===== src/keypad_light_regs.vh =====
// register offsets, frame codes, defaults and timing constants
`ifndef KEYPAD_LIGHT_REGS_VH
`define KEYPAD_LIGHT_REGS_VH

// timing
`define CLK_PERIOD_NS 50
`define MS_IN_NS 1000000
`define MS_CYCLES (`MS_IN_NS / `CLK_PERIOD_NS)
`define PULSE_STEP_MS 8'h04

// frame layout
`define CAN_CFG_ID 29'h18EFFF00
`define CAN_DLC 4'h8
`define FN_OBJ_WRITE 8'h04
`define FN_MAIN_CFG 8'h10
`define FN_HALO_MASK 8'h16

// object numbers
`define OBJ_SLOW_ON 8'h29
`define OBJ_SLOW_REPEAT 8'h2A
`define OBJ_FAST_ON 8'h2B
`define OBJ_FAST_REPEAT 8'h2C
`define OBJ_SYM_GLOBAL 8'h67
`define OBJ_HALO_EN 8'h68
`define OBJ_SYM_PATTERN 8'h6B

// pattern codes
`define PAT_STEADY 2'h0
`define PAT_SLOW 2'h1
`define PAT_FAST 2'h2
`define PAT_PULSE 2'h3
`define PAT_MAX 8'h03

// brightness
`define BRIGHT_FULL 8'hFA

// defaults
`define DEF_SLOW_ON 8'h64
`define DEF_SLOW_REPEAT 8'hC8
`define DEF_FAST_ON 8'h14
`define DEF_FAST_REPEAT 8'h32
`define DEF_GLOBAL 8'hFA

// register byte offsets
`define REG_CTRL 6'h00
`define REG_TIMING 6'h04
`define REG_BRIGHT 6'h08
`define REG_PATTERN 6'h0C
`define REG_HALO_MASK 6'h10
`define REG_HALO_EN 6'h14
`define REG_STATUS 6'h18

// control bits
`define CTRL_COMMIT 0
`define CTRL_RESTORE 1

`endif


===== src/keypad_light_ctrl.v =====
// frame interpreter and light state for symbol and halo leds
// What this block does
// - object 0x6B subindex 0..5 writes the symbol pattern of buttons 1..6
// - pattern 0 steady, 1 slow flash, 2 fast flash, 3 pulsate
// - only slow and fast flash have adjustable on time and period
// - object 0x29 sets slow flash on time in ms
// - object 0x2A sets slow flash repeat period in ms
// - object 0x2B sets fast flash on time in ms
// - object 0x2C sets fast flash repeat period in ms
// - the four flash timings start at defaults and accept overwrites
// - global symbol brightness scales every symbol pattern, 0 off to 250 full
// - global brightness hits every symbol led at once
// - config message 0x10 carries global symbol brightness in byte 2
// - object 0x67 sets global symbol brightness like the message
// - each halo ring has four independently lit leds
// - all values return to defaults at reset, except the stored bank, which has no reset; stored values come back only on restore
// - halo led lights only when both mask bit and button enable set
// - config message 0x16 loads halo masks, bytes 1..6 for buttons
// - mask bits: 3 top-left, 0 top-right, 2 bottom-left, 1 bottom-right
// - config message 0x10 carries halo enable bits in byte 3
// - enable bit n-1 stands for button n, six bits
// - object 0x68 subindex 0..5 writes halo enable of buttons 1..6
// - object 0x68 gives the same halo state as the message
`timescale 1ns/1ns
`default_nettype none
`include "keypad_light_regs.vh"
module keypad_light_ctrl #(
    parameter BUTTONS = 6,
    parameter MS_CYCLES = `MS_CYCLES
) (
    // clock and reset
    input wire clk_i,
    input wire rst_i,
    // received can frame
    input wire rx_valid_i,
    input wire rx_ext_i,
    input wire [28:0] rx_id_i,
    input wire [3:0] rx_dlc_i,
    input wire [63:0] rx_data_i,
    // wishbone slave
    input wire wb_cyc_i,
    input wire wb_stb_i,
    input wire wb_we_i,
    input wire [5:0] wb_adr_i,
    input wire [3:0] wb_sel_i,
    input wire [31:0] wb_dat_i,
    output reg [31:0] wb_dat_o,
    output reg wb_ack_o,
    // led drive
    output reg [BUTTONS-1:0] symbol_on_o,
    output reg [8*BUTTONS-1:0] symbol_level_o,
    output reg [4*BUTTONS-1:0] halo_on_o
);
    reg [7:0] slow_on_time;
    reg [7:0] slow_blink_repeat_interval;
    reg [7:0] fast_on_time;
    reg [7:0] fast_blink_repeat_interval;
    reg [7:0] sym_global;
    reg [2*BUTTONS-1:0] sym_pattern;
    reg [4*BUTTONS-1:0] halo_mask;
    reg [BUTTONS-1:0] halo_en;
    reg [7:0] taken_count;
    reg [7:0] ignored_count;
    // stored bank stands in for non-volatile memory, so it has no reset
    reg [31:0] nv_bank [0:4];
    reg [7:0] ramp;
    reg ramp_down;
    reg [7:0] ramp_div;

    wire tick;
    wire slow_lit;
    wire fast_lit;

    wire [7:0] byte0 = rx_data_i[7:0];
    wire [7:0] byte1 = rx_data_i[15:8];
    wire [7:0] byte2 = rx_data_i[23:16];
    wire [7:0] byte3 = rx_data_i[31:24];

    // only 8-byte extended frames with the config id are ours
    wire frame_ok = rx_valid_i & rx_ext_i & (rx_id_i == `CAN_CFG_ID) &
        (rx_dlc_i == `CAN_DLC);
    wire is_obj = frame_ok & (byte0 == `FN_OBJ_WRITE);
    wire is_main = frame_ok & (byte0 == `FN_MAIN_CFG);
    wire is_mask = frame_ok & (byte0 == `FN_HALO_MASK);
    wire sub_ok = (byte2 < BUTTONS);
    wire obj_known = (byte1 == `OBJ_SLOW_ON) |
        (byte1 == `OBJ_SLOW_REPEAT) | (byte1 == `OBJ_FAST_ON) |
        (byte1 == `OBJ_FAST_REPEAT) | (byte1 == `OBJ_SYM_GLOBAL) |
        ((byte1 == `OBJ_HALO_EN) & sub_ok) |
        ((byte1 == `OBJ_SYM_PATTERN) & sub_ok & (byte3 <= `PAT_MAX));
    wire handled = is_main | is_mask | (is_obj & obj_known);

    wire wb_req = wb_cyc_i & wb_stb_i & ~wb_ack_o;
    wire wb_wr = wb_req & wb_we_i;
    wire ctrl_wr = wb_wr & (wb_adr_i == `REG_CTRL) & wb_sel_i[0];
    wire do_commit = ctrl_wr & wb_dat_i[`CTRL_COMMIT];
    wire do_restore = ctrl_wr & wb_dat_i[`CTRL_RESTORE];

    wire [31:0] timing_word = {fast_blink_repeat_interval, fast_on_time,
        slow_blink_repeat_interval, slow_on_time};

    // merge write data into old value under byte enables
    function [31:0] merge;
        input [31:0] old_val;
        input [31:0] new_val;
        input [3:0] sel;
        integer i;
        begin
            for (i = 0; i < 4; i = i + 1)
                merge[i*8 +: 8] = sel[i] ? new_val[i*8 +: 8]
                    : old_val[i*8 +: 8];
        end
    endfunction

    // brightness above full scale is held at full scale
    function [7:0] clamp;
        input [7:0] v;
        begin
            clamp = (v > `BRIGHT_FULL) ? `BRIGHT_FULL : v;
        end
    endfunction

    // merged words are cut back to the stored width on purpose
    wire [31:0] pattern_merged = merge({{(32-2*BUTTONS){1'b0}},
        sym_pattern}, wb_dat_i, wb_sel_i);
    wire [31:0] mask_merged = merge({{(32-4*BUTTONS){1'b0}},
        halo_mask}, wb_dat_i, wb_sel_i);

    ms_tick #(
        .CYCLES(MS_CYCLES)
    ) u_tick (
        .clk_i(clk_i),
        .rst_i(rst_i),
        .tick_o(tick)
    );

    // only the two flash modes get timers of their own
    flash_timer #(
        .W(8)
    ) u_slow (
        .clk_i(clk_i),
        .rst_i(rst_i),
        .tick_i(tick),
        .on_ms_i(slow_on_time),
        .repeat_ms_i(slow_blink_repeat_interval),
        .lit_o(slow_lit)
    );

    flash_timer #(
        .W(8)
    ) u_fast (
        .clk_i(clk_i),
        .rst_i(rst_i),
        .tick_i(tick),
        .on_ms_i(fast_on_time),
        .repeat_ms_i(fast_blink_repeat_interval),
        .lit_o(fast_lit)
    );

    // configuration state; frame fields are assigned after bus writes
    // so a frame in the same cycle wins on the fields it touches, except against a restore, which drops it
    integer b;
    always @(posedge clk_i)
    begin
        if (rst_i)
        begin
            slow_on_time <= `DEF_SLOW_ON;
            slow_blink_repeat_interval <= `DEF_SLOW_REPEAT;
            fast_on_time <= `DEF_FAST_ON;
            fast_blink_repeat_interval <= `DEF_FAST_REPEAT;
            sym_global <= `DEF_GLOBAL;
            sym_pattern <= {(2*BUTTONS){1'b0}};
            halo_mask <= {(4*BUTTONS){1'b0}};
            halo_en <= {BUTTONS{1'b0}};
        end
        else if (do_restore)
        begin
            {fast_blink_repeat_interval, fast_on_time,
                slow_blink_repeat_interval, slow_on_time} <= nv_bank[0];
            sym_global <= nv_bank[1][7:0];
            sym_pattern <= nv_bank[2][2*BUTTONS-1:0];
            halo_mask <= nv_bank[3][4*BUTTONS-1:0];
            halo_en <= nv_bank[4][BUTTONS-1:0];
        end
        else
        begin
            if (wb_wr)
            begin
                case (wb_adr_i)
                    `REG_TIMING:
                    begin
                        {fast_blink_repeat_interval, fast_on_time,
                            slow_blink_repeat_interval, slow_on_time} <=
                            merge(timing_word, wb_dat_i, wb_sel_i);
                    end
                    `REG_BRIGHT:
                    begin
                        if (wb_sel_i[0])
                            sym_global <= clamp(wb_dat_i[7:0]);
                    end
                    `REG_PATTERN:
                    begin
                        sym_pattern <= pattern_merged[2*BUTTONS-1:0];
                    end
                    `REG_HALO_MASK:
                    begin
                        halo_mask <= mask_merged[4*BUTTONS-1:0];
                    end
                    `REG_HALO_EN:
                    begin
                        if (wb_sel_i[0])
                            halo_en <= wb_dat_i[BUTTONS-1:0];
                    end
                    default:
                    begin
                    end
                endcase
            end
            if (is_main)
            begin
                sym_global <= clamp(byte2);
                halo_en <= byte3[BUTTONS-1:0];
            end
            if (is_mask)
            begin
                for (b = 0; b < BUTTONS; b = b + 1)
                    halo_mask[4*b +: 4] <= rx_data_i[8*(b+1) +: 4];
            end
            if (is_obj)
            begin
                case (byte1)
                    `OBJ_SLOW_ON: slow_on_time <= byte3;
                    `OBJ_SLOW_REPEAT:
                        slow_blink_repeat_interval <= byte3;
                    `OBJ_FAST_ON: fast_on_time <= byte3;
                    `OBJ_FAST_REPEAT:
                        fast_blink_repeat_interval <= byte3;
                    `OBJ_SYM_GLOBAL: sym_global <= clamp(byte3);
                    `OBJ_HALO_EN:
                    begin
                        for (b = 0; b < BUTTONS; b = b + 1)
                            if (byte2 == b)
                                halo_en[b] <= (byte3 != 8'h00);
                    end
                    `OBJ_SYM_PATTERN:
                    begin
                        for (b = 0; b < BUTTONS; b = b + 1)
                            if ((byte2 == b) && (byte3 <= `PAT_MAX))
                                sym_pattern[2*b +: 2] <= byte3[1:0];
                    end
                    default:
                    begin
                    end
                endcase
            end
        end
    end

    // snapshot into the stored bank on commit
    always @(posedge clk_i)
    begin
        if (do_commit)
        begin
            nv_bank[0] <= timing_word;
            nv_bank[1] <= {24'h000000, sym_global};
            nv_bank[2] <= {{(32-2*BUTTONS){1'b0}}, sym_pattern};
            nv_bank[3] <= {{(32-4*BUTTONS){1'b0}}, halo_mask};
            nv_bank[4] <= {{(32-BUTTONS){1'b0}}, halo_en};
        end
    end

    // frame statistics for software
    always @(posedge clk_i)
    begin
        if (rst_i)
        begin
            taken_count <= 8'h00;
            ignored_count <= 8'h00;
        end
        else if (frame_ok)
        begin
            if (handled)
                taken_count <= taken_count + 8'h01;
            else
                ignored_count <= ignored_count + 8'h01;
        end
    end

    // fixed-rate triangle for the pulsate pattern
    always @(posedge clk_i)
    begin
        if (rst_i)
        begin
            ramp <= 8'h00;
            ramp_down <= 1'b0;
            ramp_div <= 8'h00;
        end
        else if (tick)
        begin
            if (ramp_div + 8'h01 >= `PULSE_STEP_MS)
            begin
                ramp_div <= 8'h00;
                if (ramp_down)
                begin
                    if (ramp == 8'h00)
                        ramp_down <= 1'b0;
                    else
                        ramp <= ramp - 8'h01;
                end
                else
                begin
                    if (ramp >= `BRIGHT_FULL)
                        ramp_down <= 1'b1;
                    else
                        ramp <= ramp + 8'h01;
                end
            end
            else
                ramp_div <= ramp_div + 8'h01;
        end
    end

    // led outputs; the global factor is shared by every button
    reg [15:0] pulse_prod;
    reg [7:0] pulse_level;
    always @*
    begin
        pulse_prod = sym_global * ramp;
        pulse_level = pulse_prod[15:8];
    end

    integer k;
    always @(posedge clk_i)
    begin
        if (rst_i)
        begin
            symbol_on_o <= {BUTTONS{1'b0}};
            symbol_level_o <= {(8*BUTTONS){1'b0}};
            halo_on_o <= {(4*BUTTONS){1'b0}};
        end
        else
        begin
            for (k = 0; k < BUTTONS; k = k + 1)
            begin
                halo_on_o[4*k +: 4] <= halo_mask[4*k +: 4] &
                    {4{halo_en[k]}};
                case (sym_pattern[2*k +: 2])
                    `PAT_STEADY:
                    begin
                        symbol_on_o[k] <= (sym_global != 8'h00);
                        symbol_level_o[8*k +: 8] <= sym_global;
                    end
                    `PAT_SLOW:
                    begin
                        symbol_on_o[k] <= slow_lit & (sym_global != 8'h00);
                        symbol_level_o[8*k +: 8] <= slow_lit ? sym_global
                            : 8'h00;
                    end
                    `PAT_FAST:
                    begin
                        symbol_on_o[k] <= fast_lit & (sym_global != 8'h00);
                        symbol_level_o[8*k +: 8] <= fast_lit ? sym_global
                            : 8'h00;
                    end
                    default:
                    begin
                        symbol_on_o[k] <= (pulse_level != 8'h00);
                        symbol_level_o[8*k +: 8] <= pulse_level;
                    end
                endcase
            end
        end
    end

    // wishbone: one answer the cycle after the request, registered, dropped next cycle
    always @(posedge clk_i)
    begin
        if (rst_i)
        begin
            wb_ack_o <= 1'b0;
            wb_dat_o <= 32'h00000000;
        end
        else
        begin
            wb_ack_o <= wb_req;
            if (wb_req)
            begin
                case (wb_adr_i)
                    `REG_TIMING: wb_dat_o <= timing_word;
                    `REG_BRIGHT: wb_dat_o <= {24'h000000, sym_global};
                    `REG_PATTERN:
                        wb_dat_o <= {{(32-2*BUTTONS){1'b0}}, sym_pattern};
                    `REG_HALO_MASK:
                        wb_dat_o <= {{(32-4*BUTTONS){1'b0}}, halo_mask};
                    `REG_HALO_EN:
                        wb_dat_o <= {{(32-BUTTONS){1'b0}}, halo_en};
                    `REG_STATUS:
                        wb_dat_o <= {14'h0000, fast_lit, slow_lit,
                            ignored_count, taken_count};
                    default: wb_dat_o <= 32'h00000000;
                endcase
            end
        end
    end
endmodule // keypad_light_ctrl
`default_nettype wire


===== src/ms_tick.v =====
// one-cycle tick every millisecond
`timescale 1ns/1ns
`default_nettype none
module ms_tick #(
    parameter CYCLES = 20000
) (
    // clock and reset
    input wire clk_i,
    input wire rst_i,
    // tick
    output reg tick_o
);
    reg [31:0] count;

    always @(posedge clk_i)
    begin
        if (rst_i)
        begin
            count <= 32'h0;
            tick_o <= 1'b0;
        end
        else if (count == CYCLES - 1)
        begin
            count <= 32'h0;
            tick_o <= 1'b1;
        end
        else
        begin
            count <= count + 32'h1;
            tick_o <= 1'b0;
        end
    end
endmodule // ms_tick
`default_nettype wire


===== src/flash_timer.v =====
// on/off flash phase counted in millisecond ticks
`timescale 1ns/1ns
`default_nettype none
module flash_timer #(
    parameter W = 8
) (
    // clock and reset
    input wire clk_i,
    input wire rst_i,
    // timing
    input wire tick_i,
    input wire [W-1:0] on_ms_i,
    input wire [W-1:0] repeat_ms_i,
    // phase
    output reg lit_o
);
    reg [W-1:0] elapsed;

    always @(posedge clk_i)
    begin
        if (rst_i)
        begin
            elapsed <= {W{1'b0}};
            lit_o <= 1'b0;
        end
        else
        begin
            // a zero or one period simply restarts every tick
            if (tick_i)
            begin
                if (elapsed + {{(W-1){1'b0}}, 1'b1} >= repeat_ms_i)
                    elapsed <= {W{1'b0}};
                else
                    elapsed <= elapsed + {{(W-1){1'b0}}, 1'b1};
            end
            lit_o <= (elapsed < on_ms_i);
        end
    end
endmodule // flash_timer
`default_nettype wire


===== config.mk =====
export PLATFORM = sky130hd
export DESIGN_NAME = keypad_light_ctrl
export DESIGN_NICKNAME = d
export VERILOG_FILES = /design/src/keypad_light_ctrl.v /design/src/ms_tick.v /design/src/flash_timer.v
export VERILOG_INCLUDE_DIRS = /design/src /design/src/src
export SDC_FILE = /design/constraint.sdc
export NUM_CORES = 1
export LEC_CHECK = 0
export BUFFER_PORTS_ARGS = -buffer_cell sky130_fd_sc_hd__buf_4
export CORE_ASPECT_RATIO = 1.1
export CORE_MARGIN = 5
export CORE_UTILIZATION = 45
export CTS_CLUSTER_DIAMETER = 200
export DETAILED_ROUTE_END_ITERATION = 6
export GPL_ROUTABILITY_DRIVEN = 1
export GPL_TIMING_DRIVEN = 1
export PLACE_DENSITY = 0.66
export RECOVER_POWER = 25
export SLEW_MARGIN = 20
export SYNTH_ARGS = -nofsm -noshare
export SYNTH_HDL_FRONTEND = slang
export SYNTH_SLANG_ARGS = --single-unit

===== constraint.sdc =====
create_clock -name clk_i -period 5.1 [get_ports clk_i]
set_clock_uncertainty 0.2 [all_clocks]
set_input_delay 0.51 -clock clk_i [delete_from_list [all_inputs] [get_ports clk_i]]
set_output_delay 0.51 -clock clk_i [all_outputs]
set_load 0.05 [all_outputs]

==> flow_metrics.py <==
metrics = {
    "sta": {
        "max_frequency_mhz": 201.6,
        "tightest_slew_ns": 1.884,
        "hold_violations_final": 0,
        "min_period_over_period_pct": 97.24,
        "max_slew_margin_pct": -25.58,
        "finalCriticalPeriod_ns": 4.959,
        "timing.setup.tns_ns": 0,
        "final-max-slew-violation-count": 28,
        "setup-violations-final": 0,
        "hold-worst-slack_ns": 0.1014,
    },
    "clock_tree": {
        "post_cts_hold_buffer_count": 0,
        "clock-root-buffer": "sky130_fd_sc_hd__clkbuf_16",
        "worst_setup_hold_path_clk_slew_ns": 0.06,
        "cts_tree": "yes",
        "clock_sink_count": 359,
        "cts_made_buffers": 40,
        "htree_levels": 2,
        "clk_latency_ns": 0.58,
        "clk_path_buf_depth": 3,
    },
    "setup_path": {
        "path_max_fanout": 7,
        "crit_chain": "and2_4 -> fa_1 -> fa_1 -> fa_1 -> inv_1 -> fa_1 -> inv_2 -> ha_4 -> inv_2 -> nor2_1 -> a2111o_1 -> a311o_1 -> or3_4 -> nor4_4 -> buf_4 -> a311oi_1",
        "crit_slowest_cell": "sky130_fd_sc_hd__fa_1",
        "setup.worst_path.start_class": "flop",
        "critPathKind": "flop to flop",
        "worst-endpoint-required_ns": 5.29,
        "end_kind": "flop",
        "arrival_ns": 5.15,
        "cp_dominant_cell_by_count": "sky130_fd_sc_hd__fa_1",
        "timing.critical_path.slowest_cell_delay_ns": 0.52,
    },
    "route": {
        "vias_per_cell": 5.772,
        "routed-wl-met3_microns": 3904,
        "met2WireLength_microns": 28670,
        "top_signal_layer_used": "met5",
        "drt.antenna.violating_nets": 0,
        "drt_iter0_drcs": 1612,
        "routed_wl_microns": 59310,
        "first_pass_iters": 7,
        "wl_met1_microns": 24380,
        "drt-wirelength-per-cell_microns": 20.76,
        "number_of_remaining_drc_errors": 15,
        "detailroute.via_count": 16490,
    },
    "cells_and_area": {
        "total_nets_final": 2523,
        "insertedDiodeCount": 0,
        "fin_util_pct": 54.62,
        "syn2layout_area_growth_pct": 20.08,
        "drive_gt1_share_pct": 17.54,
    },
    "pwr": {
        "vdd_drop_max_uv": 285.6,
        "leakage_nw": 9.716,
        "cellPowerDensity_mw_per_mm2": 279.1,
    },
    "place": {
        "hpwlAfterDp_microns": 43550,
        "io_buffers": 236,
        "place_congestion": 0.9180,
    },
    "global_routing": {
        "track_usage_pct": 25.13,
        "gr-total-overflow": 0,
        "grt_start_max_net_pins": 105,
        "via_count_of_the_first_global_routing_pass": 16300,
        "grt_antenna_before_repair": 1,
        "first_pass_grt_wire_length_microns": 92220,
    },
    "yosys": {
        "mappedNetlistArea_sq_mm": 0.01878,
        "syn_avg_cell_area_sq_um": 9.182,
        "seq_area_frac_synth_pct": 42.64,
        "synth_cell_type_count": 73,
        "ys.flop_type": "sky130_fd_sc_hd__dfxtp_1",
        "synth_nets": 2303,
        "ys_ff_latch": 359,
        "asyncSetResetFlopFracSynth_pct": 0,
        "synth_edf_count": 82,
        "yosysWarnings": 0,
        "syn_inst": 2045,
    },
    "status": {
        "status": "complete, but fails checks",
        "failing_checks": "design-rule violations, max-capacitance violations, max-slew violations",
    },
    "die": {
        "floorplan.die.width_microns": 204.8,
        "design.core.area_sq_mm": 0.04128,
        "num_io_pins": 257,
        "floorplan.die.height_microns": 224.2,
        "die_area_sq_mm": 0.04592,
        "start_util_pct": 45.49,
        "placement_rows": 78,
    },
    "job": {
        "max-cap-violations": 1,
    },
    "min_path": {
        "holdCritPathClass": "input pin to flop",
    },
}
## layout make-up
| type | count | area [sq um] |
|---|---|---|
| fillers | 3750 | 18730 |
| multi-input cells | 1475 | 10050 |
| flip-flops and latches | 359 | 8028 |
| repair buffers | 302 | 2147 |
| clock buffers | 52 | 1127 |
| well taps | 560 | 700.7 |
| inverters | 87 | 326.6 |
| clock inverters | 22 | 168.9 |
## timing repair
action,4_1_cts,5_1_grt
endpoints found under the setup margin,6,14
buffers inserted,0,1
pin swaps,0,8
hold endpoints to repair,0,0
gates resized for setup,11,16
## cells in the final DEF, fill, tap and decap left out, drive strengths merged, types with 5 or more instances in the layout
master  netlist  layout
or2           9       9
dfxtp       277     277
a22oi        56      56
o22ai        16      16
xnor2        22      22
nand2b       32      32
a21oi       137     137
nor4         21      21
nand3        65      65
nand4        27      27
a311oi        7       7
xor2         29      29
o211ai       59      59
o21ai        52      52
a21o         19      19
a222oi       22      22
nor2        194     194
buf          22     269
nor3         38      38
ha           76      76
nand2       207     207
mux2         30      30
nor2b        27      27
a31oi        10      10
clkinv        0      16
and2         88      88
edfxtp       82      82
and4          8       8
o21a          7       7
mux2i        81      81
a211oi       10      10
or4           5       5
nor3b         7       7
clkbuf      102      85
inv          87      92
fa           36      36
or3           5       5
and3         18      18
## power breakdown
part	switching [mW]	internal, mW	total [mW]
logic	0.340	0.202	0.542
registers	0.0177	2.92	2.94
clock network	1.23	1.59	2.81
total	1.59	4.71	6.29
## critical path, delay by kind of cell, from the launching register on
kind                       cells  cell delay, ns
adders and majority gates      5            2.26
AOI/OAI and AO/OA              3            0.87
and+or+nand+nor                4            0.75
DFF                            1            0.36
buffers and inverters          4            0.35
## synth_stat cells (36+ instances only)
library cell	instances	area (sq um)
sky130_fd_sc_hd__a21oi_1	137	685.7
sky130_fd_sc_hd__a22oi_1	56	420.4
sky130_fd_sc_hd__and2_1	87	544.3
sky130_fd_sc_hd__clkbuf_1	102	382.9
sky130_fd_sc_hd__dfxtp_1	277	5545
sky130_fd_sc_hd__edfxtp_1	82	2462
sky130_fd_sc_hd__fa_1	36	720.7
sky130_fd_sc_hd__ha_1	76	950.9
sky130_fd_sc_hd__inv_1	87	326.6
sky130_fd_sc_hd__mux2i_1	81	810.8
sky130_fd_sc_hd__nand2_1	207	777.0
sky130_fd_sc_hd__nand3_1	65	325.3
sky130_fd_sc_hd__nor2_1	194	728.2
sky130_fd_sc_hd__nor3_1	38	190.2
sky130_fd_sc_hd__o211ai_1	59	442.9
sky130_fd_sc_hd__o21ai_0	52	260.3
## per-layer routing
layer	up-vias	GRT usage (%)
met4	2	9.814
met1	7940	32.27
met3	140	3.619
li1	7753	-
met2	656	42.96
met5	-	0
## logic make-up after synthesis
logic type / synth area share (%)
multiplexers: 6.117
AO/OA/AOI/OAI: 15.21
adder cells (fa/ha/maj): 8.902
buffers and inverters: 4.338
XOR/XNOR: 2.379
AND/OR/NAND/NOR: 20.41
flip-flops: 42.64
## sequential cells by signal (all words and copies together) (netlist names), 12 cells and up
register        flops
nv_bank            82
symbol_level_o     48
u_tick.count       32
sym_pattern        12
wb_dat_o           32
halo_mask          24
halo_on_o          24
## per-stage QoR
stage	total power, mW	setup slack (ns)	area [sq um]	cells
5_1_grt	6.516	-0.01599	22550	2857
3_5_place_dp	3.532	-0.1224	21290	2782
6_report	6.293	0.1408	22550	2857
2_1_floorplan	3.277	0.008360	18880	2045
4_1_cts	6.346	0.007810	22600	2856
3_3_place_gp	3.527	-0.08525	21290	2782
## path summary, 6_finish.rpt
check / slack [ns] / cells after the start / end / from
hold reg to reg: 0.24 / 2 / fast_blink_repeat_interval[1] / nv_bank[0][25]
hold / removal: 0.10 / 5 / fast_blink_repeat_interval[1] / wb_dat_i[25]
setup / recovery: 0.14 / 16 / symbol_on_o[0] / ramp[2]
setup reg to reg: 0.14 / 16 / symbol_on_o[0] / ramp[2]
Power figures use the tool's default switching activity.
